<file path="config.mk">
export PLATFORM = sky130hd
export DESIGN_NAME = smsp_top
export DESIGN_NICKNAME = d
export VERILOG_FILES = /design/src/common/smsp_pkg.sv /design/src/smsp_top.sv
export SDC_FILE = /design/constraint.sdc
export NUM_CORES = 1
export LEC_CHECK = 0
export BUFFER_PORTS_ARGS = -buffer_cell sky130_fd_sc_hd__buf_2
export CAP_MARGIN = 20
export CELL_PAD_IN_SITES_DETAIL_PLACEMENT = 2
export CELL_PAD_IN_SITES_GLOBAL_PLACEMENT = 2
export CORE_MARGIN = 3
export CORE_UTILIZATION = 35
export CTS_BUF_LIST = sky130_fd_sc_hd__clkbuf_4
export DETAILED_ROUTE_END_ITERATION = 10
export PLACE_DENSITY_LB_ADDON = 0.1
export SYNTH_ARGS = -nofsm -noshare
export SYNTH_HDL_FRONTEND = slang
export SYNTH_SLANG_ARGS = --single-unit
</file>
<file path="constraint.sdc">
create_clock -name ref_clk -period 3.4 [get_ports ref_clk]
set_input_delay 0.34 -clock ref_clk [delete_from_list [all_inputs] [get_ports ref_clk]]
set_output_delay 0.34 -clock ref_clk [all_outputs]
set_load 0.05 [all_outputs]
</file>
<file path="src/common/smsp_pkg.sv">
// constants, field positions and carrier types of the synchronous master serial port
// assumes an apb master with 32-bit data and byte addresses in paddr
package smsp_pkg;

  localparam int ADDR_W = 8;

  // register byte offsets
  localparam logic [ADDR_W-1:0] OFS_TX_CTRL  = 8'h00;
  localparam logic [ADDR_W-1:0] OFS_RX_CTRL  = 8'h04;
  localparam logic [ADDR_W-1:0] OFS_BAUD     = 8'h08;
  localparam logic [ADDR_W-1:0] OFS_TX_BUF   = 8'h0c;
  localparam logic [ADDR_W-1:0] OFS_RX_DATA  = 8'h10;
  localparam logic [ADDR_W-1:0] OFS_DIV_HIGH = 8'h14;
  localparam logic [ADDR_W-1:0] OFS_DIV_LOW  = 8'h18;
  localparam logic [ADDR_W-1:0] OFS_FLAGS    = 8'h1c;
  localparam logic [ADDR_W-1:0] OFS_IRQ_EN   = 8'h20;

  // transmit_control_status fields
  localparam int TX_MASTER = 7;
  localparam int TX_NINE   = 6;
  localparam int TX_EN     = 5;
  localparam int TX_SYNC   = 4;
  localparam int TX_EMPTY  = 1;
  localparam int TX_NINTH  = 0;
  localparam logic [7:0] TX_WR_MASK = 8'hf1;

  // receive_control_status fields
  localparam int RX_PORT_EN = 7;
  localparam int RX_NINE    = 6;
  localparam int RX_SINGLE  = 5;
  localparam int RX_CONT    = 4;
  localparam int RX_FRAME   = 2;
  localparam int RX_OVERRUN = 1;
  localparam int RX_NINTH   = 0;
  localparam logic [7:0] RX_WR_MASK = 8'hf0;

  // baud_control fields
  localparam int BD_DATA_POL = 5;
  localparam int BD_CLK_POL  = 4;
  localparam int BD_WIDE     = 3;
  localparam logic [7:0] BD_WR_MASK = 8'h38;

  // flag and enable positions, shared by flags and enable registers
  localparam int FL_RX_DONE  = 5;
  localparam int FL_TX_EMPTY = 4;
  localparam logic [7:0] IE_WR_MASK = 8'h30;

  // reset values and last-bit indices
  localparam logic [7:0] RST_BYTE   = 8'h00;
  localparam logic [8:0] RST_SHIFT  = 9'h000;
  localparam logic [3:0] LAST_BIT_8 = 4'h7;
  localparam logic [3:0] LAST_BIT_9 = 4'h8;

  typedef enum logic [1:0] {
    SMSP_IDLE = 2'b00,
    SMSP_TX   = 2'b01,
    SMSP_RX   = 2'b10
  } smsp_state_t;

  typedef struct packed {
    logic              psel;
    logic              penable;
    logic              pwrite;
    logic [ADDR_W-1:0] paddr;
    logic [31:0]       pwdata;
  } smsp_apb_req_t;

  typedef struct packed {
    logic [31:0] prdata;
    logic        pready;
    logic        pslverr;
  } smsp_apb_rsp_t;

  typedef struct packed {
    logic sclk_o;
    logic sclk_oe;
    logic sdat_o;
    logic sdat_oe;
  } smsp_pins_t;

endpackage : smsp_pkg

</file>
<file path="src/smsp_top.sv">
// synchronous master serial port: apb registers, baud divider, shifters, pin drive
// assumes ref_clk at 100 MHz and a serial peer that holds data around the sampling edge
//
// The APB interface to the registers and the placing of the registers are this design's own decisions.
module smsp_top (
  // clock and reset
  input  wire logic                 ref_clk,
  input  wire logic                 rst_n,
  // register bus
  input  wire smsp_pkg::smsp_apb_req_t apb_req,
  output smsp_pkg::smsp_apb_rsp_t   apb_rsp,
  // serial pins
  input  wire logic                 sdat_pin,
  output smsp_pkg::smsp_pins_t      pins,
  // interrupt request toward the processor
  output logic                      irq
);
  import smsp_pkg::*;

  function automatic logic [3:0] last_bit(input logic nine);
    last_bit = nine ? LAST_BIT_9 : LAST_BIT_8;
  endfunction : last_bit

  // software registers
  logic [7:0]  tx_ctrl_q;
  logic [7:0]  rx_ctrl_q;
  logic [7:0]  baud_q;
  logic [7:0]  div_hi_q;
  logic [7:0]  div_lo_q;
  logic [7:0]  ie_q;
  logic [7:0]  tbuf_q;
  logic        tbuf_full_q;
  logic [7:0]  rdata_q;
  logic        rx_ninth_q;
  logic        rx_flag_q;
  logic        overrun_q;
  // engine
  smsp_state_t state_q;
  smsp_state_t state_d;
  logic [3:0]  bit_q;
  logic [3:0]  bit_d;
  logic        phase_a_q;
  logic        phase_a_d;
  logic [16:0] hcnt_q;
  logic [16:0] hcnt_d;
  logic [8:0]  tsh_q;
  logic [8:0]  tsh_d;
  logic [8:0]  rsh_q;
  logic [8:0]  rsh_d;
  logic        take_buf;
  logic        rx_done;
  // bus answer
  logic        pready_q;
  logic [31:0] prdata_q;
  logic        pslverr_q;
  // pins
  logic        sclk_q;
  logic        sclk_oe_q;
  logic        sdat_q;
  logic        sdat_oe_q;
  logic        irq_q;

  // bus decode
  wire         acc      = apb_req.psel & apb_req.penable;
  wire         done_acc = acc & pready_q;
  wire         wr       = done_acc & apb_req.pwrite;
  wire         rd       = done_acc & ~apb_req.pwrite;
  wire [7:0]   wb       = apb_req.pwdata[7:0];
  wire         wr_tx    = wr & (apb_req.paddr == OFS_TX_CTRL);
  wire         wr_rx    = wr & (apb_req.paddr == OFS_RX_CTRL);
  wire         wr_baud  = wr & (apb_req.paddr == OFS_BAUD);
  wire         wr_tbuf  = wr & (apb_req.paddr == OFS_TX_BUF);
  wire         wr_hi    = wr & (apb_req.paddr == OFS_DIV_HIGH);
  wire         wr_lo    = wr & (apb_req.paddr == OFS_DIV_LOW);
  wire         wr_ie    = wr & (apb_req.paddr == OFS_IRQ_EN);
  wire         rd_rdata = rd & (apb_req.paddr == OFS_RX_DATA);

  // mode decode
  wire         mode_on  = rx_ctrl_q[RX_PORT_EN] & tx_ctrl_q[TX_SYNC]
                        & tx_ctrl_q[TX_MASTER];
  wire         tx_go    = mode_on & tx_ctrl_q[TX_EN] & tbuf_full_q;
  wire         rx_en    = rx_ctrl_q[RX_CONT] | rx_ctrl_q[RX_SINGLE];
  wire         clk_pol  = baud_q[BD_CLK_POL];
  wire         dat_pol  = baud_q[BD_DATA_POL];
  wire [15:0]  divisor  = baud_q[BD_WIDE] ? {div_hi_q, div_lo_q}
                                          : {8'h00, div_lo_q};
  // half a bit period lasts 2*(divisor+1) cycles
  wire [16:0]  half_end = {divisor, 1'b1};
  wire         tick     = (hcnt_q == half_end);
  wire         busy     = (state_q != SMSP_IDLE);
  wire         rx_bit   = sdat_pin ^ dat_pol;
  wire         tx_last  = (bit_q == last_bit(tx_ctrl_q[TX_NINE]));
  wire         rx_last  = (bit_q == last_bit(rx_ctrl_q[RX_NINE]));
  wire         tx_empty = ~tbuf_full_q;
  wire         sh_empty = (state_q != SMSP_TX);

  // read mux
  wire [7:0]   flags    = {2'b00, rx_flag_q, tx_empty, 4'h0};
  wire [7:0]   tx_rd    = {tx_ctrl_q[7:2], sh_empty, tx_ctrl_q[TX_NINTH]};
  wire [7:0]   rx_rd    = {rx_ctrl_q[7:4], 1'b0, 1'b0, overrun_q, rx_ninth_q};
  wire         hit      = (apb_req.paddr == OFS_TX_CTRL)  | (apb_req.paddr == OFS_RX_CTRL)
                        | (apb_req.paddr == OFS_BAUD)     | (apb_req.paddr == OFS_TX_BUF)
                        | (apb_req.paddr == OFS_RX_DATA)  | (apb_req.paddr == OFS_DIV_HIGH)
                        | (apb_req.paddr == OFS_DIV_LOW)  | (apb_req.paddr == OFS_FLAGS)
                        | (apb_req.paddr == OFS_IRQ_EN);
  wire [7:0]   rd_byte  = (apb_req.paddr == OFS_TX_CTRL)  ? tx_rd :
                          (apb_req.paddr == OFS_RX_CTRL)  ? rx_rd :
                          (apb_req.paddr == OFS_BAUD)     ? baud_q :
                          (apb_req.paddr == OFS_RX_DATA)  ? rdata_q :
                          (apb_req.paddr == OFS_DIV_HIGH) ? div_hi_q :
                          (apb_req.paddr == OFS_DIV_LOW)  ? div_lo_q :
                          (apb_req.paddr == OFS_FLAGS)    ? flags :
                          (apb_req.paddr == OFS_IRQ_EN)   ? ie_q : 8'h00;

  // pin levels: clock leaves idle in the first half of each bit
  wire         sclk_next = clk_pol ^ (busy & phase_a_q);
  wire         sdat_next = (state_q == SMSP_TX) ? (tsh_q[0] ^ dat_pol) : dat_pol;
  wire         sdat_drv  = mode_on & (state_q != SMSP_RX) & ~(rx_en & ~busy);
  wire         irq_next = (rx_flag_q & ie_q[FL_RX_DONE])
                        | (tx_empty & ie_q[FL_TX_EMPTY]);

  // serial engine
  always_comb begin
    state_d   = state_q;
    bit_d     = bit_q;
    phase_a_d = phase_a_q;
    hcnt_d    = hcnt_q;
    tsh_d     = tsh_q;
    rsh_d     = rsh_q;
    take_buf  = 1'b0;
    rx_done   = 1'b0;
    unique case (state_q)
      SMSP_IDLE: begin
        hcnt_d    = 17'h00000;
        bit_d     = 4'h0;
        phase_a_d = 1'b1;
        // transmit gets the turn first; a pending receive waits for the shifter
        if (tx_go) begin
          tsh_d    = {tx_ctrl_q[TX_NINTH], tbuf_q};
          take_buf = 1'b1;
          state_d  = SMSP_TX;
        end else if (mode_on & rx_en) begin
          state_d  = SMSP_RX;
        end
      end
      SMSP_TX, SMSP_RX: begin
        if (~mode_on | ((state_q == SMSP_RX) & ~rx_en)) begin
          state_d = SMSP_IDLE;
        end else if (!tick) begin
          hcnt_d = hcnt_q + 17'h00001;
        end else begin
          hcnt_d = 17'h00000;
          if (phase_a_q) begin
            phase_a_d = 1'b0;
            if (state_q == SMSP_RX) begin
              rsh_d = {rx_bit, rsh_q[8:1]};
            end
          end else begin
            phase_a_d = 1'b1;
            bit_d     = bit_q + 4'h1;
            if (state_q == SMSP_TX) begin
              tsh_d = {1'b0, tsh_q[8:1]};
              if (tx_last) begin
                bit_d = 4'h0;
                if (tx_go) begin
                  tsh_d    = {tx_ctrl_q[TX_NINTH], tbuf_q};
                  take_buf = 1'b1;
                end else begin
                  state_d = SMSP_IDLE;
                end
              end
            end else if (rx_last) begin
              bit_d   = 4'h0;
              rx_done = 1'b1;
              if (!rx_ctrl_q[RX_CONT]) begin
                state_d = SMSP_IDLE;
              end
            end
          end
        end
      end
    endcase
  end

  always_ff @(posedge ref_clk or negedge rst_n) begin
    if (!rst_n) begin
      state_q   <= SMSP_IDLE;
      bit_q     <= 4'h0;
      phase_a_q <= 1'b1;
      hcnt_q    <= 17'h00000;
      tsh_q     <= RST_SHIFT;
      rsh_q     <= RST_SHIFT;
    end else begin
      state_q   <= state_d;
      bit_q     <= bit_d;
      phase_a_q <= phase_a_d;
      hcnt_q    <= hcnt_d;
      tsh_q     <= tsh_d;
      rsh_q     <= rsh_d;
    end
  end

  // control registers
  always_ff @(posedge ref_clk or negedge rst_n) begin
    if (!rst_n) begin
      tx_ctrl_q <= RST_BYTE;
      baud_q    <= RST_BYTE;
      div_hi_q  <= RST_BYTE;
      div_lo_q  <= RST_BYTE;
      ie_q      <= RST_BYTE;
    end else begin
      if (wr_tx)   tx_ctrl_q <= wb & TX_WR_MASK;
      if (wr_baud) baud_q    <= wb & BD_WR_MASK;
      if (wr_hi)   div_hi_q  <= wb;
      if (wr_lo)   div_lo_q  <= wb;
      if (wr_ie)   ie_q      <= wb & IE_WR_MASK;
    end
  end

  // receive control: a software write wins over the automatic single-receive clear
  always_ff @(posedge ref_clk or negedge rst_n) begin
    if (!rst_n) begin
      rx_ctrl_q <= RST_BYTE;
    end else if (wr_rx) begin
      rx_ctrl_q <= wb & RX_WR_MASK;
    end else if (rx_done & ~rx_ctrl_q[RX_CONT]) begin
      rx_ctrl_q[RX_SINGLE] <= 1'b0;
    end
  end

  // transmit buffer; a load into the shifter and a new write in one cycle keep the new word
  always_ff @(posedge ref_clk or negedge rst_n) begin
    if (!rst_n) begin
      tbuf_q      <= RST_BYTE;
      tbuf_full_q <= 1'b0;
    end else if (wr_tbuf) begin
      tbuf_q      <= wb;
      tbuf_full_q <= 1'b1;
    end else if (take_buf) begin
      tbuf_full_q <= 1'b0;
    end
  end

  // receive data, ninth bit, completion flag and overrun
  always_ff @(posedge ref_clk or negedge rst_n) begin
    if (!rst_n) begin
      rdata_q    <= RST_BYTE;
      rx_ninth_q <= 1'b0;
      rx_flag_q  <= 1'b0;
      overrun_q  <= 1'b0;
    end else begin
      if (rx_done) begin
        rdata_q    <= rx_ctrl_q[RX_NINE] ? rsh_q[7:0] : rsh_q[8:1];
        rx_ninth_q <= rx_ctrl_q[RX_NINE] & rsh_q[8];
        rx_flag_q  <= 1'b1;
      end else if (rd_rdata) begin
        rx_flag_q  <= 1'b0;
      end
      // an unread word overwritten is flagged; only clearing continuous mode clears it
      if (rx_done & rx_flag_q & ~rd_rdata) begin
        overrun_q <= 1'b1;
      end else if (~rx_ctrl_q[RX_CONT]) begin
        overrun_q <= 1'b0;
      end
    end
  end

  // apb answer one cycle into the access phase
  always_ff @(posedge ref_clk or negedge rst_n) begin
    if (!rst_n) begin
      pready_q  <= 1'b0;
      prdata_q  <= 32'h00000000;
      pslverr_q <= 1'b0;
    end else begin
      pready_q  <= acc & ~pready_q;
      prdata_q  <= (acc & ~pready_q & ~apb_req.pwrite) ? {24'h000000, rd_byte} : 32'h00000000;
      pslverr_q <= acc & ~pready_q & ~hit;
    end
  end

  // pins and interrupt line, one cycle behind the engine
  always_ff @(posedge ref_clk or negedge rst_n) begin
    if (!rst_n) begin
      sclk_q    <= 1'b0;
      sclk_oe_q <= 1'b0;
      sdat_q    <= 1'b0;
      sdat_oe_q <= 1'b0;
      irq_q     <= 1'b0;
    end else begin
      sclk_q    <= sclk_next;
      sclk_oe_q <= mode_on;
      sdat_q    <= sdat_next;
      sdat_oe_q <= sdat_drv;
      irq_q     <= irq_next;
    end
  end

  assign apb_rsp.prdata  = prdata_q;
  assign apb_rsp.pready  = pready_q;
  assign apb_rsp.pslverr = pslverr_q;
  assign pins.sclk_o     = sclk_q;
  assign pins.sclk_oe    = sclk_oe_q;
  assign pins.sdat_o     = sdat_q;
  assign pins.sdat_oe    = sdat_oe_q;
  assign irq             = irq_q;

endmodule : smsp_top

</file>
==> impl_metrics.toml, run 1 <==
[floorplan]
die_h_um = 134.1
die_width_um = 134.1
start_util_pct = 36.02
rows = 46
ios = 85
coreArea_um2 = 15940
die_area_um2 = 17980

[setup_path]
end_kind = "flop"
crit_chain = "inv_1 -> ha_1 -> nor3b_1 -> nand2b_1 -> a311oi_1 -> nand4_1 -> or4b_4 -> mux2_4"
crit_slowest_cell = "or4b_4"
crit_fanout = 12
critPathArrivalTime_ps = 3530
critPathMaxStageDelay_ps = 710
worstSetupStartpointType = "flop"
cp.required_ps = 3820
path_class = "reg -> reg"

[power_and_ir_drop]
cellPowerDensity_nw_per_um2 = 353.6
p_seq_share_pct = 58.3
leakagePower_nw = 2.901
ir_worst_vdd_mv = 0.1838
internal-power_mw = 1.552
p_comb_share_pct = 7.2
total_power_mw = 2.199
p_clk_share_pct = 34.5
p_switching_mw = 0.6464
swShare_pct = 29.40

[clocking]
root_buffer = "clkbuf_4"
cts.clk_slew.worst_paths_ps = 180
cts-resized-gates = 0
cts_buffer_depth = 2
cts_buffers = 9
cts_setup_buffers = 0
clk_latency_ps = 520
cts.sinks = 107
htree_levels = 3
hold_buffers = 1
cts_tree = "yes"

[timing]
grt_setup_unrepaired = "false"
hold_violations = 0
finClkSkew_ps = 41.52
finalMaxSlewViolations = 0
setup_viol = 0
period_needed_ps = 3107
fin_crit_sh_pct = 91.39
clock.fmax_mhz = 321.8
worst_slew_pin_slew_ps = 1060
slew_headroom_pct = 28.42
whs_ps = 90.95
fin_tns_setup_ps = 0

[yosys]
synth-seq-cells = 107
async_flop_share_pct = 100.0
synth.distinct_cells = 63
netlist_area_um2 = 5743
ys_seq_area_share_pct = 46.64
yosys_warnings = 0
avgSynthCellArea_um2 = 10.73
ys.flop_type = "dfrtp_1"
netlist_instances = 535
synth-edff-count = 0

[global_routing]
grt.total_usage_pct = 18.98
grt_max_degree = 68
grt_pass1_vias = 4481
antenna_found_initial = 0
grt_pass1_wl_mm = 26.34
gr-total-overflow = 0

[placement]
hpwl_mm = 12.19
place_area_um2 = 6040
port_buffers = 36
gp_congestion = 0.7781

[layout]
n_fill_cell = 1738
seq_area_um2 = 2679
multiInputGateArea_um2 = 2771
final_nets = 615
n_antenna_cell = 0
drive_above_1_share_pct = 26.01
area_growth_pct = 8.279
fin_area_um2 = 6218

[outcome]
status = "finished clean"

[hold_path]
hold_class = "in -> reg"

[drt]
via_per_inst = 5.354
wl_per_cell_um = 20.80
ant_nets = 0
dr.pass1.iters = 5
wl_mm = 16.33
vias = 4203
drtIter0Drc = 175
drt_drc_violations_left = 0

[job]
cap_violations = 0
-- kinds of logic after synthesis --
family	Yosys count	synth area share, %
and+or+nand+nor	164	14.64
DFF	107	46.64
muxes	85	16.91
AOI/OAI and AO/OA	77	9.630
buffers and inverters	67	6.601
xor gates and xnor gates	29	4.423
adders and majority gates	5	1.089
other	1	0.06530
-- layer usage --
layer / vias up / share of wire, % / GRT usage, %
li1: 1925 / - / -
met1: 2196 / 48 / 26.67
met2: 71 / 47 / 30.63
met3: 11 / 3.6 / 4.201
met4: 0 / 1.0 / 3.507
met5: - / 0 / 0
-- worst max-delay path: cells and delay by family (launching register included) --
kind / cells / cell delay [ps]
AND/OR/NAND/NOR: 4 / 1550
flip-flops: 1 / 410
multiplexers: 1 / 340
AO/OA/AOI/OAI: 1 / 320
adder cells (fa/ha/maj): 1 / 300
buffers and inverters: 1 / 90
-- power groups by stage --
stage	registers (mW)	clock network, mW	logic [mW]
global route	1.28	0.848	0.174
detailed placement	1.30	0	0.160
finish	1.28	0.759	0.159
floorplan	1.30	0	0.116
global placement	1.30	0	0.157
CTS	1.28	0.790	0.161
-- synthesized netlist by cell type (3+ instances only) --
cell type / count / area, um2
ha_1: 5 / 62.56
mux2_4: 6 / 90.09
nor3_1: 4 / 20.02
nor3b_1: 3 / 22.52
a21oi_1: 8 / 40.04
inv_1: 17 / 63.81
nor3_2: 3 / 30.03
o22ai_1: 7 / 43.79
o21ai_0: 21 / 105.1
clkbuf_1: 14 / 52.55
mux2i_1: 7 / 70.07
nor4_1: 5 / 31.28
buf_4: 31 / 232.7
a221oi_1: 3 / 26.28
nand2b_1: 4 / 25.02
nand3_1: 24 / 120.1
a31oi_1: 4 / 25.02
or3_1: 3 / 18.77
a32oi_1: 4 / 35.03
nand2_1: 42 / 157.7
o31ai_1: 3 / 22.52
nand4_1: 11 / 68.82
xor2_1: 12 / 105.1
mux2_2: 72 / 810.8
and3_1: 13 / 81.33
nor2_1: 38 / 142.6
xnor2_1: 17 / 148.9
dfrtp_1: 106 / 2653
-- final cells by class --
cell class | count | share of cell area [%]
Inverter | 17 | 1.026
Clock buffer | 9 | 1.087
Tap cell | 216 | 4.346
Multi-Input combinational cell | 384 | 44.57
Clock inverter | 7 | 1.630
Sequential cell | 107 | 43.08
Timing Repair Buffer | 45 | 4.266
-- path summary, 6_finish.rpt --
check / from / to / slack [ps] / cells past startpoint
worst max-delay path: state_q[0]$_DFFE_PN0P_ / rdata_q[3]$_DFFE_PN0N_ / 290 / 8
worst min-delay path: apb_req[41] / pready_q$_DFF_PN0_ / 90 / 3
worst max register to register: state_q[0]$_DFFE_PN0P_ / rdata_q[3]$_DFFE_PN0N_ / 290 / 8
worst min register to register: tbuf_q[0]$_DFFE_PN0P_ / tbuf_q[0]$_DFFE_PN0P_ / 530 / 1
max in group asynchronous: rst_n / hcnt_q[11]$_DFFE_PN0P_ / 2190 / 3
min in group asynchronous: rst_n / prdata_q[5]$_DFF_PN0_ / 470 / 2
-- layout by cell type, fill, tap and decap left out, types with 5 or more instances in the layout --
master    count
a21oi_1       8
and3_1       13
buf_2        35
buf_4         8
clkbuf_4      9
conb_1       24
dfrtp_1     106
ha_1          5
inv_1        17
mux2_2       72
mux2_4        6
mux2i_1       7
nand2_1      42
nand3_1      24
nand4_1      11
nor2_1       38
nor4_1        5
o21ai_0      21
o22ai_1       7
xnor2_1      17
xor2_1       12
-- sequential cells by signal (all words and copies together) (netlist names), 4 cells and up --
register,flops
rx_ctrl_q,4
rsh_q,9
hcnt_q,17
tbuf_q,8
tx_ctrl_q,5
bit_q,4
tsh_q,9
div_lo_q,8
rdata_q,8
prdata_q,8
div_hi_q,8
-- per-stage QoR --
step	std cells	setup slack (ps)	utilization [%]
2_1_floorplan	558	814.3	-
3_3_place_gp	768	437.8	37.88
3_5_place_dp	768	347.1	37.88
4_1_cts	785	265.6	39.00
5_1_grt	785	72.67	39.00
6_report	785	292.8	39.00
No activity file was read; power rests on OpenSTA's default activity.
==> run 2, diff against run 1 <==
- ABC_AREA: default -> 1
- CORE_UTILIZATION: 35 -> 34
==> run 2 against run 1 <==
Effect of this change: core utilization fell by 1.7 points; area after synthesis rose by 5.3%; clock-buffer cell count up 1; sequential cell count unchanged; sequential power about the same; cell area up 4.0%; final cell count grew 35%; total power down 2.7%; combinational power decreased by 9%; highest routed layer unchanged.
==> impl_metrics.toml, run 2 <==
[yosys]
yosys-top-cells-area = "dfrtp_1 (44%), nand2_1 (15%), inv_1 (5.6%)"
synth_top_cell_by_area = "dfrtp_1"
synth-edff-count = 0
synth_common_cells = "nand2_1 (249), dfrtp_1 (106), inv_1 (91)"
netlist_area_um2 = 6048
synth.most_common_cell = "nand2_1"
synth-seq-cells = 107
ys.flop_type = "dfrtp_1"
yosys_warnings = 0
ys_seq_area_share_pct = 44.29
synth.distinct_cells = 50
async_flop_share_pct = 100.0
post-synth-top-area-fraction_pct = 43.86
netlist_instances = 798
avgSynthCellArea_um2 = 7.579

[layout]
final_nets = 878
drive_above_1_share_pct = 11.06
largest_reg_flops = 17
final_cells = 1058
area_growth_pct = 6.951
final_cell_mix = "nand2_1 (249), dfrtp_1 (106), inv_1 (91), o21ai_0 (60), nor2_1 (59)"
largest-register = "hcnt_q"
n_fill_cell = 2101
layout_commonest_cell = "nand2_1"
fin_area_um2 = 6469
top_regs = "hcnt_q: 17 flops, rsh_q: 9 flops, tsh_q: 9 flops"

[setup_path]
path_class = "reg -> reg"
r2r_end = "tsh_q[0]$_DFFE_PN0P_"
worstSetupStartpointType = "flop"
reg2reg_slack_ps = 820
cp.required_ps = 3850
critPathArrivalTime_ps = 3030
rr_startpoint = "baud_q[3]$_DFFE_PN0P_"
end_kind = "flop"
crit_fanout = 19
worst-r2r-cell-count = 11

[power_and_ir_drop]
leakagePower_nw = 3.124
internal-power_mw = 1.538
p_comb_share_pct = 6.7
total_power_mw = 2.139
p_clk_share_pct = 33.4
ir_worst_vdd_mv = 0.2065
swShare_pct = 28.08
p_seq_share_pct = 59.9
p_switching_mw = 0.6007
cellPowerDensity_nw_per_um2 = 330.7

[timing]
hold_violations = 0
clock.fmax_mhz = 387.3
period_needed_ps = 2582
finClkSkew_ps = 25.74
fin_crit_sh_pct = 75.94
worst_slew_pin_slew_ps = 774.2
setup_viol = 0
slew_headroom_pct = 48.24
finalMaxSlewViolations = 0
whs_ps = 76.97
fin_tns_setup_ps = 0
grt_setup_unrepaired = "false"

[drt]
dr.pass1.iters = 4
via_per_inst = 5.129
drtIter0Drc = 237
wl_mm = 20.33
wl_per_cell_um = 19.22
drt_drc_violations_left = 0
vias = 5426
ant_nets = 0

[clocking]
clk_latency_ps = 500
root_buffer = "clkbuf_4"
cts_buffers = 9
cts_buffer_depth = 2
cts_tree = "yes"
htree_levels = 3
cts.sinks = 107
cts.clk_slew.worst_paths_ps = 190
cts-resized-gates = 0

[global_routing]
grt_max_degree = 60
antenna_found_initial = 1
grt_pass1_wl_mm = 33.20
busiest_layer = "met2"
grt_pass1_vias = 5807
met1_usage_pct = 29.32
grt_util_met3_pct = 3.986
use_met2_pct = 36.77
grt.total_usage_pct = 21.61
gr-total-overflow = 0

[floorplan]
rows = 48
die_area_um2 = 19430
start_util_pct = 34.85
die_h_um = 139.4
ios = 85
die_width_um = 139.4
coreArea_um2 = 17360

[placement]
hpwl_mm = 15.70
place_area_um2 = 6311
gp_congestion = 0.8711
port_buffers = 36
place_inst = 1040

[outcome]
status = "finished clean"

[hold_path]
holdPathEnd = "rx_ctrl_q[6]$_DFFE_PN0P_"
hold_depth = 3
worstHoldStart = "apb_req[6]"
hold_class = "in -> reg"

[job]
cap_violations = 0
## run 2: power groups by stage
stage               sequential (mW)  clock, mW  combinational (mW)
floorplan                      1.30          0               0.108
global placement               1.30          0               0.142
detailed placement             1.30          0               0.145
CTS                            1.28      0.742               0.147
global route                   1.28      0.796               0.157
finish                         1.28      0.714               0.144
## run 2: layout make-up
cell class / instances / area, um2 / share of cell area [%]
Antenna cell: 1 / 2.502 / 0.03868
Clock buffer: 10 / 75.07 / 1.161
Clock inverter: 6 / 70.07 / 1.083
Inverter: 94 / 352.8 / 5.455
Multi-Input combinational cell: 574 / 2773 / 42.86
Sequential cell: 107 / 2679 / 41.41
Tap cell: 225 / 281.5 / 4.352
Timing Repair Buffer: 41 / 235.2 / 3.636
## run 2: worst max-delay path by stage
stage / depth (start not counted) / start / to / slack (ps)
2_1_floorplan: 9 / state_q[0]$_DFFE_PN0P_ / hcnt_q[8]$_DFFE_PN0P_ / 1630
3_3_place_gp: 11 / baud_q[3]$_DFFE_PN0P_ / tsh_q[4]$_DFFE_PN0P_ / 890
3_5_place_dp: 11 / baud_q[3]$_DFFE_PN0P_ / tsh_q[0]$_DFFE_PN0P_ / 850
4_1_cts: 11 / baud_q[3]$_DFFE_PN0P_ / bit_q[1]$_DFFE_PN0P_ / 790
5_1_grt: 11 / baud_q[3]$_DFFE_PN0P_ / tsh_q[8]$_DFFE_PN0P_ / 500
6_report: 11 / baud_q[3]$_DFFE_PN0P_ / tsh_q[0]$_DFFE_PN0P_ / 820
## run 2: logic make-up after synthesis
| family | share of synthesized area [%] |
|---|---|
| xor+xnor | 1.303 |
| compound gates | 12.33 |
| other cells | 0.06200 |
| flops | 44.29 |
| fa+ha+maj | 1.034 |
| buf+inv | 11.29 |
| simple gates | 29.69 |
## run 2: layer usage
layer  share of wire, %  up-vias
met5                  0        -
met4               0.96        0
met3                3.1       14
met2                 50       66
met1                 46     2776
li1                   -     2570
## run 2: repair_timing
item / in CTS / in global routing
hold buffers: 1 / 0
endpoints found under the hold margin: 48 / 0
setup endpoints to repair: 0 / 0
setup buffers: 0 / 0
## run 2: critical path, stage by stage, from the launching register on
cell and delay (ps):
dfrtp_1 850, nand2_1 130, nand2_1 150, nand2_1 60, nor2_1 100, nand2_1 90, nor2_2 130, nand3_2 160
o21ai_4 310, buf_4 320, nand4_1 130, nand2_1 100
## run 2: stage by stage
| step | setup slack, ps | util (%) |
|---|---|---|
| 6_report | 817.9 | 37.27 |
| 5_1_grt | 500.6 | 37.27 |
| 4_1_cts | 787.3 | 37.25 |
| 3_5_place_dp | 845.3 | 36.36 |
| 3_3_place_gp | 892.2 | 36.36 |
| 2_1_floorplan | 1628 | - |
